==> src/logic/eepw_pkg.sv <==
// Shared types, pin timing and command tables for the page-write EEPROM host controller
package eepw_pkg;

  localparam int CLK_NS = 8;
  localparam int CNT_W  = 21;

  // Pin timing, each figure in its own unit
  localparam int WP_NS      = 100;
  localparam int WPH_NS     = 50;
  localparam int RD_NS      = 120;
  localparam int DF_NS      = 50;
  localparam int WINDOW_US  = 150;
  localparam int PROG_MS    = 2;
  localparam int ER_SU_US   = 5;
  localparam int ER_PULS_MS = 10;

  localparam logic [CNT_W-1:0] WP_CYC  = CNT_W'((WP_NS + CLK_NS - 1) / CLK_NS);
  localparam logic [CNT_W-1:0] WPH_CYC = CNT_W'((WPH_NS + CLK_NS - 1) / CLK_NS);
  localparam logic [CNT_W-1:0] RD_CYC  = CNT_W'((RD_NS + CLK_NS - 1) / CLK_NS);
  localparam logic [CNT_W-1:0] DF_CYC  = CNT_W'((DF_NS + CLK_NS - 1) / CLK_NS);
  localparam logic [CNT_W-1:0] ER_SU_CYC =
    CNT_W'((ER_SU_US * 1000 + CLK_NS - 1) / CLK_NS);
  // Window is a latest time for the host, so it rounds down
  localparam logic [CNT_W-1:0] WINDOW_CYC = CNT_W'((WINDOW_US * 1000) / CLK_NS);
  localparam logic [CNT_W-1:0] PROG_CYC =
    CNT_W'((PROG_MS * 1000000 + CLK_NS - 1) / CLK_NS);
  localparam logic [CNT_W-1:0] ER_PULS_CYC =
    CNT_W'((ER_PULS_MS * 1000000 + CLK_NS - 1) / CLK_NS);

  localparam logic [6:0] PAGE_BYTES = 7'h40;

  // Command words {address, data}; values arbitrary, replace with the part's own
  localparam int SEQ_ON_FIRST  = 0;
  localparam int SEQ_OFF_FIRST = 3;
  localparam logic [3:0] SEQ_ON_LEN  = 4'h3;
  localparam logic [3:0] SEQ_OFF_LEN = 4'h6;
  localparam logic [20:0] SEQ_TAB [9] = '{
    21'h0_0101, 21'h0_0202, 21'h0_0303,
    21'h0_0404, 21'h0_0505, 21'h0_0606, 21'h0_0707, 21'h0_0808, 21'h0_0909};

  typedef enum logic [2:0] {
    OP_READ, OP_WRITE, OP_LOCK_ON, OP_LOCK_OFF, OP_ERASE
  } eepw_op_e;

  typedef enum logic [3:0] {
    ST_IDLE     = 4'h0,
    ST_WR_PULSE = 4'h1,
    ST_WR_HIGH  = 4'h3,
    ST_GAP      = 4'h2,
    ST_WAIT     = 4'h6,
    ST_READ     = 4'h7,
    ST_RD_FLOAT = 4'h5,
    ST_ER_SETUP = 4'h4,
    ST_ER_PULSE = 4'hC,
    ST_ER_HOLD  = 4'hD
  } eepw_state_e;

  typedef struct packed {
    eepw_op_e    op;
    logic [12:0] addr;
    logic [7:0]  data;
    logic        last;
  } eepw_req_s;

  typedef struct packed {
    logic [12:0] addr;
    logic [7:0]  dout;
    logic        dout_oe_n;
    logic        ce_n;
    logic        oe_n;
    logic        we_n;
    logic        erase_hv;
  } eepw_pins_s;

endpackage

==> src/logic/eepw_host.sv <==
// Host-side controller that drives a page-write EEPROM over its parallel pins
`timescale 1ns/1ns
module eepw_host #(
  parameter logic [eepw_pkg::CNT_W-1:0] WINDOW_CYC  = eepw_pkg::WINDOW_CYC,
  parameter logic [eepw_pkg::CNT_W-1:0] PROG_CYC    = eepw_pkg::PROG_CYC,
  parameter logic [eepw_pkg::CNT_W-1:0] ER_PULS_CYC = eepw_pkg::ER_PULS_CYC
) (
  // Clock and reset
  input  wire logic                 CORE_CLK_I,
  input  wire logic                 RST_I,
  // User request
  input  wire logic                 REQ_VALID_I,
  input  wire eepw_pkg::eepw_req_s  REQ_I,
  output logic                      REQ_RDY_O,
  // User answer
  output logic                      RSP_VALID_O,
  output logic [7:0]                RSP_DATA_O,
  output logic                      BUSY_O,
  // Device pins
  input  wire logic [7:0]           EE_DATA_I,
  output eepw_pkg::eepw_pins_s      EE_PINS_O
);

  localparam logic [eepw_pkg::CNT_W-1:0] GAP_LIMIT =
    eepw_pkg::CNT_W'(WINDOW_CYC - eepw_pkg::WP_CYC - eepw_pkg::WPH_CYC - 2);

  eepw_pkg::eepw_state_e           state;
  logic [eepw_pkg::CNT_W-1:0]      cnt;
  logic [3:0]                      cmd_left;
  logic [3:0]                      seq_idx;
  logic [12:0]                     w_addr;
  logic [7:0]                      w_data;
  logic [6:0]                      page;
  logic                            page_set;
  logic                            done;
  logic [6:0]                      nbytes;
  logic                            more_ok;
  logic                            take_more;

  function automatic logic at_end(input logic [eepw_pkg::CNT_W-1:0] c,
                                  input logic [eepw_pkg::CNT_W-1:0] len);
    at_end = (c == len - 1'b1);
  endfunction

  // Continue the page only inside the window and on the same page
  always_comb begin
    more_ok = (state == eepw_pkg::ST_GAP) && !done && (nbytes < eepw_pkg::PAGE_BYTES)
           && (cnt < GAP_LIMIT)
           && (!page_set || REQ_I.addr[12:6] == page);
    take_more = more_ok && REQ_VALID_I && REQ_I.op == eepw_pkg::OP_WRITE;
    REQ_RDY_O = (state == eepw_pkg::ST_IDLE) || (more_ok && REQ_I.op == eepw_pkg::OP_WRITE);
  end

  assign BUSY_O = (state != eepw_pkg::ST_IDLE);

  // Sequencer
  always_ff @(posedge CORE_CLK_I) begin
    if (RST_I) begin
      state    <= eepw_pkg::ST_IDLE;
      cnt      <= '0;
      cmd_left <= 4'h0;
      seq_idx  <= 4'h0;
      w_addr   <= 13'h0000;
      w_data   <= 8'h00;
    end else begin
      unique case (state)
        eepw_pkg::ST_IDLE: begin
          cnt <= '0;
          if (REQ_VALID_I) begin
            w_addr   <= REQ_I.addr;
            w_data   <= REQ_I.data;
            cmd_left <= 4'h0;
            unique case (REQ_I.op)
              eepw_pkg::OP_READ:  state <= eepw_pkg::ST_READ;
              eepw_pkg::OP_WRITE: state <= eepw_pkg::ST_WR_PULSE;
              eepw_pkg::OP_LOCK_ON: begin
                {w_addr, w_data} <= eepw_pkg::SEQ_TAB[eepw_pkg::SEQ_ON_FIRST];
                seq_idx  <= 4'(eepw_pkg::SEQ_ON_FIRST);
                cmd_left <= eepw_pkg::SEQ_ON_LEN;
                state    <= eepw_pkg::ST_WR_PULSE;
              end
              eepw_pkg::OP_LOCK_OFF: begin
                {w_addr, w_data} <= eepw_pkg::SEQ_TAB[eepw_pkg::SEQ_OFF_FIRST];
                seq_idx  <= 4'(eepw_pkg::SEQ_OFF_FIRST);
                cmd_left <= eepw_pkg::SEQ_OFF_LEN;
                state    <= eepw_pkg::ST_WR_PULSE;
              end
              eepw_pkg::OP_ERASE: state <= eepw_pkg::ST_ER_SETUP;
              default:            state <= eepw_pkg::ST_IDLE;
            endcase
          end
        end
        eepw_pkg::ST_READ: begin
          cnt <= cnt + 1'b1;
          if (cnt == eepw_pkg::RD_CYC) begin
            cnt   <= '0;
            state <= eepw_pkg::ST_RD_FLOAT;
          end
        end
        // Let the part release the bus before anyone drives it again
        eepw_pkg::ST_RD_FLOAT: begin
          cnt <= cnt + 1'b1;
          if (at_end(cnt, eepw_pkg::DF_CYC)) begin
            state <= eepw_pkg::ST_IDLE;
          end
        end
        eepw_pkg::ST_WR_PULSE: begin
          cnt <= cnt + 1'b1;
          if (at_end(cnt, eepw_pkg::WP_CYC)) begin
            cnt   <= '0;
            state <= eepw_pkg::ST_WR_HIGH;
          end
        end
        eepw_pkg::ST_WR_HIGH: begin
          cnt <= cnt + 1'b1;
          if (at_end(cnt, eepw_pkg::WPH_CYC)) begin
            cnt <= '0;
            if (cmd_left > 4'h1) begin
              cmd_left         <= cmd_left - 4'h1;
              seq_idx          <= seq_idx + 4'h1;
              {w_addr, w_data} <= eepw_pkg::SEQ_TAB[seq_idx + 4'h1];
              state            <= eepw_pkg::ST_WR_PULSE;
            end else begin
              cmd_left <= 4'h0;
              state    <= eepw_pkg::ST_GAP;
            end
          end
        end
        // The part only knows a page is complete when its window runs out
        eepw_pkg::ST_GAP: begin
          cnt <= cnt + 1'b1;
          if (take_more) begin
            cnt    <= '0;
            w_addr <= REQ_I.addr;
            w_data <= REQ_I.data;
            state  <= eepw_pkg::ST_WR_PULSE;
          end else if (at_end(cnt, WINDOW_CYC)) begin
            cnt   <= '0;
            state <= eepw_pkg::ST_WAIT;
          end
        end
        // No polling: a fixed wait is simpler and locked writes behave the same
        eepw_pkg::ST_WAIT: begin
          cnt <= cnt + 1'b1;
          if (at_end(cnt, PROG_CYC)) begin
            state <= eepw_pkg::ST_IDLE;
          end
        end
        eepw_pkg::ST_ER_SETUP: begin
          cnt <= cnt + 1'b1;
          if (at_end(cnt, eepw_pkg::ER_SU_CYC)) begin
            cnt   <= '0;
            state <= eepw_pkg::ST_ER_PULSE;
          end
        end
        eepw_pkg::ST_ER_PULSE: begin
          cnt <= cnt + 1'b1;
          if (at_end(cnt, ER_PULS_CYC)) begin
            cnt   <= '0;
            state <= eepw_pkg::ST_ER_HOLD;
          end
        end
        eepw_pkg::ST_ER_HOLD: begin
          cnt <= cnt + 1'b1;
          if (at_end(cnt, eepw_pkg::ER_SU_CYC)) begin
            state <= eepw_pkg::ST_IDLE;
          end
        end
        default: state <= eepw_pkg::ST_IDLE;
      endcase
    end
  end

  // Page bookkeeping
  always_ff @(posedge CORE_CLK_I) begin
    if (RST_I) begin
      page     <= 7'h00;
      page_set <= 1'b0;
      done     <= 1'b0;
      nbytes   <= 7'h00;
    end else if (state == eepw_pkg::ST_IDLE && REQ_VALID_I) begin
      page     <= REQ_I.addr[12:6];
      page_set <= (REQ_I.op == eepw_pkg::OP_WRITE);
      done     <= REQ_I.last;
      nbytes   <= (REQ_I.op == eepw_pkg::OP_WRITE) ? 7'h01 : 7'h00;
    end else if (take_more) begin
      page     <= REQ_I.addr[12:6];
      page_set <= 1'b1;
      done     <= REQ_I.last;
      nbytes   <= nbytes + 7'h01;
    end
  end

  // Pins, one cycle behind the state so every width is whole
  always_ff @(posedge CORE_CLK_I) begin
    if (RST_I) begin
      EE_PINS_O <= '{addr: 13'h0000, dout: 8'h00, dout_oe_n: 1'b1, ce_n: 1'b1,
                     oe_n: 1'b1, we_n: 1'b1, erase_hv: 1'b0};
    end else begin
      EE_PINS_O.addr      <= w_addr;
      EE_PINS_O.dout      <= w_data;
      EE_PINS_O.dout_oe_n <= !(state == eepw_pkg::ST_WR_PULSE || state == eepw_pkg::ST_WR_HIGH);
      EE_PINS_O.ce_n      <= !(state == eepw_pkg::ST_WR_PULSE || state == eepw_pkg::ST_READ
                             || state == eepw_pkg::ST_ER_SETUP || state == eepw_pkg::ST_ER_PULSE
                             || state == eepw_pkg::ST_ER_HOLD);
      EE_PINS_O.oe_n      <= (state != eepw_pkg::ST_READ);
      EE_PINS_O.we_n      <= !(state == eepw_pkg::ST_WR_PULSE
                             || state == eepw_pkg::ST_ER_PULSE);
      EE_PINS_O.erase_hv  <= (state == eepw_pkg::ST_ER_SETUP || state == eepw_pkg::ST_ER_PULSE
                             || state == eepw_pkg::ST_ER_HOLD);
    end
  end

  // Read answer
  always_ff @(posedge CORE_CLK_I) begin
    if (RST_I) begin
      RSP_VALID_O <= 1'b0;
      RSP_DATA_O  <= 8'h00;
    end else begin
      RSP_VALID_O <= (state == eepw_pkg::ST_READ) && (cnt == eepw_pkg::RD_CYC);
      if (state == eepw_pkg::ST_READ && cnt == eepw_pkg::RD_CYC) begin
        RSP_DATA_O <= EE_DATA_I;
      end
    end
  end
endmodule

==> config.mk <==
export PLATFORM = sky130hd
export DESIGN_NAME = eepw_host
export DESIGN_NICKNAME = d
export VERILOG_FILES = /design/src/logic/eepw_pkg.sv /design/src/logic/eepw_host.sv
export SDC_FILE = /design/constraint.sdc
export NUM_CORES = 1
export LEC_CHECK = 0
export ABC_AREA = 0
export BUFFER_PORTS_ARGS = -buffer_cell sky130_fd_sc_hd__clkbuf_2
export CAP_MARGIN = 10
export CELL_PAD_IN_SITES_DETAIL_PLACEMENT = 2
export CELL_PAD_IN_SITES_GLOBAL_PLACEMENT = 2
export CORE_MARGIN = 8
export CORE_UTILIZATION = 34
export DETAILED_ROUTE_END_ITERATION = 7
export MAX_ROUTING_LAYER = met4
export PLACE_DENSITY = 0.78
export REMOVE_ABC_BUFFERS = 1
export SETUP_SLACK_MARGIN = 0.2
export SLEW_MARGIN = 20
export SYNTH_ARGS = -nofsm -noshare
export SYNTH_HDL_FRONTEND = slang
export SYNTH_SLANG_ARGS = --single-unit
==> constraint.sdc <==
create_clock -name CORE_CLK_I -period 3.2 [get_ports CORE_CLK_I]
set_clock_uncertainty 0.05 [all_clocks]
set_input_delay 0.8 -clock CORE_CLK_I [delete_from_list [all_inputs] [get_ports CORE_CLK_I]]
set_output_delay 0.8 -clock CORE_CLK_I [all_outputs]
set_load 0.03 [all_outputs]
## Word-level counts from Yosys, hierarchy flattened

Memories as Yosys holds them, arrays and structs flattened.
Index checks and enable logic that the tools add are counted.

| storage, ports and cells | value |
|---|---|
| register bits after elaboration | 105 |
| bits in read-only memories | 336 |
| input bits | 36 |
| output and inout bits | 37 |
| logic and storage cells | 156 |
| memories kept | 1 |

Memories:

| memory | depth | width | read ports | clocked after Yosys merged registers in | wr ports | RTL line | text |
|---|---|---|---|---|---|---|---|
| (name not given) | 16 | 21 | 1 | 0 | 0 | eepw_host.sv:121 | `{w_addr, w_data} <= eepw_pkg::SEQ_TAB[seq_idx + 4'h1];` |

| cells by class | value |
|---|---|
| add/sub/neg operators | 4 |
| $lt $le $gt $ge | 4 |
| equality and inequality tests | 35 |
| mux-type cells | 55 |
| bitwise logic cells | 1 |
| reductions and logical operators | 37 |

Operators with widths:

| operator | count |
|---|---|
| $mux 21 | 9 |
| $pmux 21 s8 | 1 |
| $mux 4 | 17 |
| $mux 13 | 4 |
| $eq 21x4->1 const B | 2 |
| $pmux 4 s10 | 1 |
| $pmux 13 s3 | 1 |
| $mux 8 | 4 |
| $mux 7 | 4 |
| $pmux 13 s2 | 1 |
| $pmux 4 s2 | 3 |
| $pmux 8 s3 | 1 |
| $add 21x1->21 const B | 1 |
| $eq 21x10->1 const B | 1 |
| $eq 21x15->1 const B | 1 |
| $eq 21x18->1 const B | 1 |
| $eq 21x21->1 const B | 1 |
| $eq 21x3->1 const B | 1 |
| $lt 21x15->1 const B | 1 |
| $ne 2x2->1 const B | 10 |
| $eq 4x3->1 const B | 4 |
| $pmux 8 s2 | 1 |
| $logic_or 1x1->1 | 10 |
| $reduce_and 10->1 | 1 |
| other kinds (33) | 55 |

## Logic depth before layout (Yosys ltp)

| logic depth | value |
|---|---|
| depth in word-level cells | 9 |
| gate-level depth with buffers | 11 |
| depth with buffers taken out | 10 |

## Least setup slack after synthesis

No wires, ideal clock.

| path | value |
|---|---|
| path kind | input to register |
| from | in REQ_I[24] in the netlist's numbering |
| to | reg cnt[17] in the netlist's numbering |
| setup time | 117 ps |
| arrival | 2,540 ps |
| data required time | 3,033 ps |
| slack | 493 ps |
| stages on the path | 9 |
| path through | nor3b_1 -> nand4_1 -> nor4_1 -> nand3_1 -> a21oi_1 -> a21oi_1 -> clkbuf_1 -> a21o_1 -> a22o_1 |

| between the ends | value |
|---|---|
| longest elaborated chain between the ends | 4 |

Ends and longest elaborated chain:

| what | RTL line | text |
|---|---|---|
| start: declaration | eepw_host.sv:13 | `input wire eepw_pkg::eepw_req_s REQ_I,` |
| $eq 3x1->1 | eepw_host.sv:50 | `take_more = more_ok && REQ_VALID_I && REQ_I.op == eepw_pkg::OP_WRITE;` |
| $logic_and 1x1->1 | eepw_host.sv:50 |  |
| $mux 21 | eepw_host.sv:132 | `if (take_more) begin` |
| $pmux 21 s8 | eepw_host.sv:66 | `unique case (state)` |
| end signal: assignment | eepw_host.sv:131 | `cnt <= cnt + 1'b1;` |
| end signal: assignment | eepw_host.sv:144 | `cnt <= cnt + 1'b1;` |
| end signal: assignment | eepw_host.sv:150 | `cnt <= cnt + 1'b1;` |
| end: declaration | eepw_host.sv:28 | `logic [eepw_pkg::CNT_W-1:0] cnt;` |

Every way passes these cells.
A chain may end at the register's enable or synchronous reset.

## Worst setup path after layout

| path | value |
|---|---|
| from | in REQ_I[18] in the netlist's numbering |
| to | out REQ_RDY_O |

| between the ends | value |
|---|---|
| longest elaborated chain between the ends | 5 |

Ends and longest elaborated chain:

| what | RTL line | text |
|---|---|---|
| $eq 7x7->1 | eepw_host.sv:49 | `&& (!page_set \|\| REQ_I.addr[12:6] == page);` |
| $logic_or 1x1->1 | eepw_host.sv:49 |  |
| $logic_and 1x1->1 | eepw_host.sv:49 |  |
| $logic_and 1x1->1 | eepw_host.sv:51 | `REQ_RDY_O = (state == eepw_pkg::ST_IDLE) \|\| (more_ok && REQ_I.op == eepw_pkg::OP_WRITE);` |
| $logic_or 1x1->1 | eepw_host.sv:51 |  |
| end: declaration | eepw_host.sv:14 | `output logic REQ_RDY_O,` |

Every way passes these cells.

==> results.yml <==
status:
  outcome: "complete, no violations"
routing:
  antenna_left: 0
  drc: 0
  vias: 4599
  drt_iter0_drc: 228
  wl_per_cell_um: 18.2
  totalWireLength_mm: 15.6
  viasPerCell: 5.36
  dr.pass1.iters: 4
yosys:
  synth-edff-count: 0
  synth_mux_area_frac: 0.0404
  postSynthAreaPerCell_sq_um: 8.47
  synth_compound_area_frac: 0.134
  dominantRegCellSynth: "dfxtp_1"
  ys_ff_latch: 105
  yosysMostFrequentCell: "dfxtp_1"
  synth_area_leader_cell: "dfxtp_1"
  synth_top_area_share: 0.417
  synthArstFlopShare: 0
  ys_top_cells_by_area: "dfxtp_1, nand2_1, nor2_1"
  netlist_area_sq_um: 5050
  ys_types: 64
  yosysWarnings: 0
  synth_top_family_by_area: "simple AND/OR/NAND/NOR gates"
  synth_simple_gate_area_frac: 0.300
  synthAdderAreaFrac: 0.0248
  synth_commonest_cells: "dfxtp_1, nand2_1, nor2_1"
  synth_cells: 596
  synthXorXnorAreaFrac: 0.0330
  yosysSeqAreaShare: 0.417
global_route:
  grt_start_max_net_pins: 50
  grt_pass1_vias: 4888
  grt-ovfl-total: 0
  grt_pass1_wl_mm: 25.3
  grt_use_total: 0.172
  antenna_found_initial: 0
clocking:
  root_buffer: "clkbuf_16"
  htreeDepth: 3
  cts-hold-fix-buffers: 0
  clk_latency_ps: 360
  path_clk_slew_ps: 70
  cts_sinks: 105
  cts_buffers: 9
  clk_path_buf_depth: 2
  cts_tree: "yes"
critical_path:
  startpoint_type: "primary input"
  crit_path_end_kind: "output pin"
  required_ps: 2350
  arrival_ps: 2060
  crit_type: "primary input to output pin"
  critPathMaxFanout: 3
  crit_start: "REQ_I[18]"
  reg2reg_from: "cnt[20]"
cells_and_area:
  syn2layout_area_growth_pct: 19.0
  final_core_util: 0.413
  final_layout_size_suffix_gt1_frac: 0.214
  nFillCells: 1682
  diodes: 0
  nets: 715
die:
  die_height_um: 138
  row_count: 44
  core-area_sq_um: 14500
  dieArea_sq_um: 19000
  die_w_um: 138
  start_util: 0.347
  ios: 73
timing:
  post-route-period-util: 0.908
  holdWs_ps: 409
  tightest_slew_ps: 812
  fin_ws_ps: 293
  maxSlewViolCount: 0
  slew_headroom: 0.459
  min_period_ps: 2910
  max_freq_mhz: 344
  hold_viol_final: 0
  rsz0062_at_grt: "false"
  setup-violations-final: 0
place:
  post-place-ws_ps: 154
  io_buffers: 72
  gp_congestion: 0.795
  dpl.hpwl_mm: 11.3
hold_path:
  hold_class: "flop to flop"
  hold_start: "nbytes[6]"
job:
  max_cap_violations: 0
pwr:
  power_uw: 4360
  ir_drop_mv: 0.278
  p_per_area_nw_per_um2: 727
  leakagePower_uw: 0.00244
cell type report:
| cell class | count | area (sq um) | share of cell area |
|---|---|---|---|
| clock inverters | 5 | 70.1 | 0.0117 |
| flip-flops and latches | 105 | 2100 | 0.350 |
| multi-input cells | 440 | 2720 | 0.452 |
| inverters | 13 | 48.8 | 0.00813 |
| repair buffers | 100 | 596 | 0.0992 |
| well taps | 184 | 230 | 0.0383 |
| clock buffers | 11 | 243 | 0.0404 |
worst max-delay path: stages:
cell and delay [ps]:
clkbuf_2 110, xnor2_1 160, nand4_1 170, o41ai_2 250, buf_4 180, nand3_1 90
nand2_1 100, clkbuf_2 200
power by group:
part | switching, uW | total [uW] | internal (uW) | leakage (uW)
logic | 962 | 1560 | 598 | 0.00143
registers | 120 | 1610 | 1490 | 0.000854
clock network | 545 | 1190 | 645 | 0.000154
total | 1630 | 4360 | 2740 | 0.00244
per-stage QoR:
stage / std cells / instance area, sq um / setup TNS (ps)
after CTS: 855 / 5960 / 0
after detailed placement: 839 / 5640 / 0
after floorplan: 558 / 4830 / -3200
after global placement: 839 / 5640 / 0
after global routing: 858 / 6000 / 0
final: 858 / 6000 / 0
layer usage:
layer  global-route usage  wire length [um]  up-vias
met5                    -                 0        -
met4               0.0728               380        0
met3               0.0295               660       27
met2                0.296              7900       70
met1                0.195              6650     2278
li1                     -                 -     2224
cell usage in the layout, fill, tap and decap left out, types with 4 or more instances in the layout:
cell type	instances
buf_4	26
nand3_1	38
ha_1	10
clkbuf_2	72
nand4_1	14
nor4b_1	4
inv_1	13
mux2i_1	17
a22o_1	7
clkbuf_16	9
dfxtp_1	105
nor2_1	57
and3_1	9
a21oi_1	40
or3_1	4
nor3_1	17
a211oi_1	7
a311oi_1	5
a31oi_1	4
o21ai_0	17
o211ai_1	5
nor2b_1	26
xor2_1	11
xnor2_1	8
nand2_1	64
or2_2	4
nand2b_1	21
state kept, by name, summed over array words and instances (netlist names):
name / count
EE_PINS_O: 26
RSP_DATA_O: 8
RSP_VALID_O: 1
cmd_left: 4
cnt: 21
done: 1
nbytes: 7
page: 7
page_set: 1
seq_idx: 4
state: 4
w_addr: 13
w_data: 8
timing repair:
action,CTS,global route
setup endpoints to repair,1,9
resized for setup,1,3
setup buffers,0,3
cells by family after synthesis:
kind of cell | after synthesis
AOI/OAI and AO/OA | 106
xor gates and xnor gates | 19
adders and majority gates | 10
buffers and inverters | 51
DFF | 105
muxes | 20
and+or+nand+nor | 285
final timing paths:
| path | to | slack (ps) | depth (start not counted) |
|---|---|---|---|
| max reg2reg | state[0] | 380 | 8 |
| min | nbytes[6] | 410 | 2 |
| min reg2reg | nbytes[6] | 410 | 2 |
| max | REQ_RDY_O | 290 | 8 |
No activity file was read; power rests on OpenSTA's default activity.
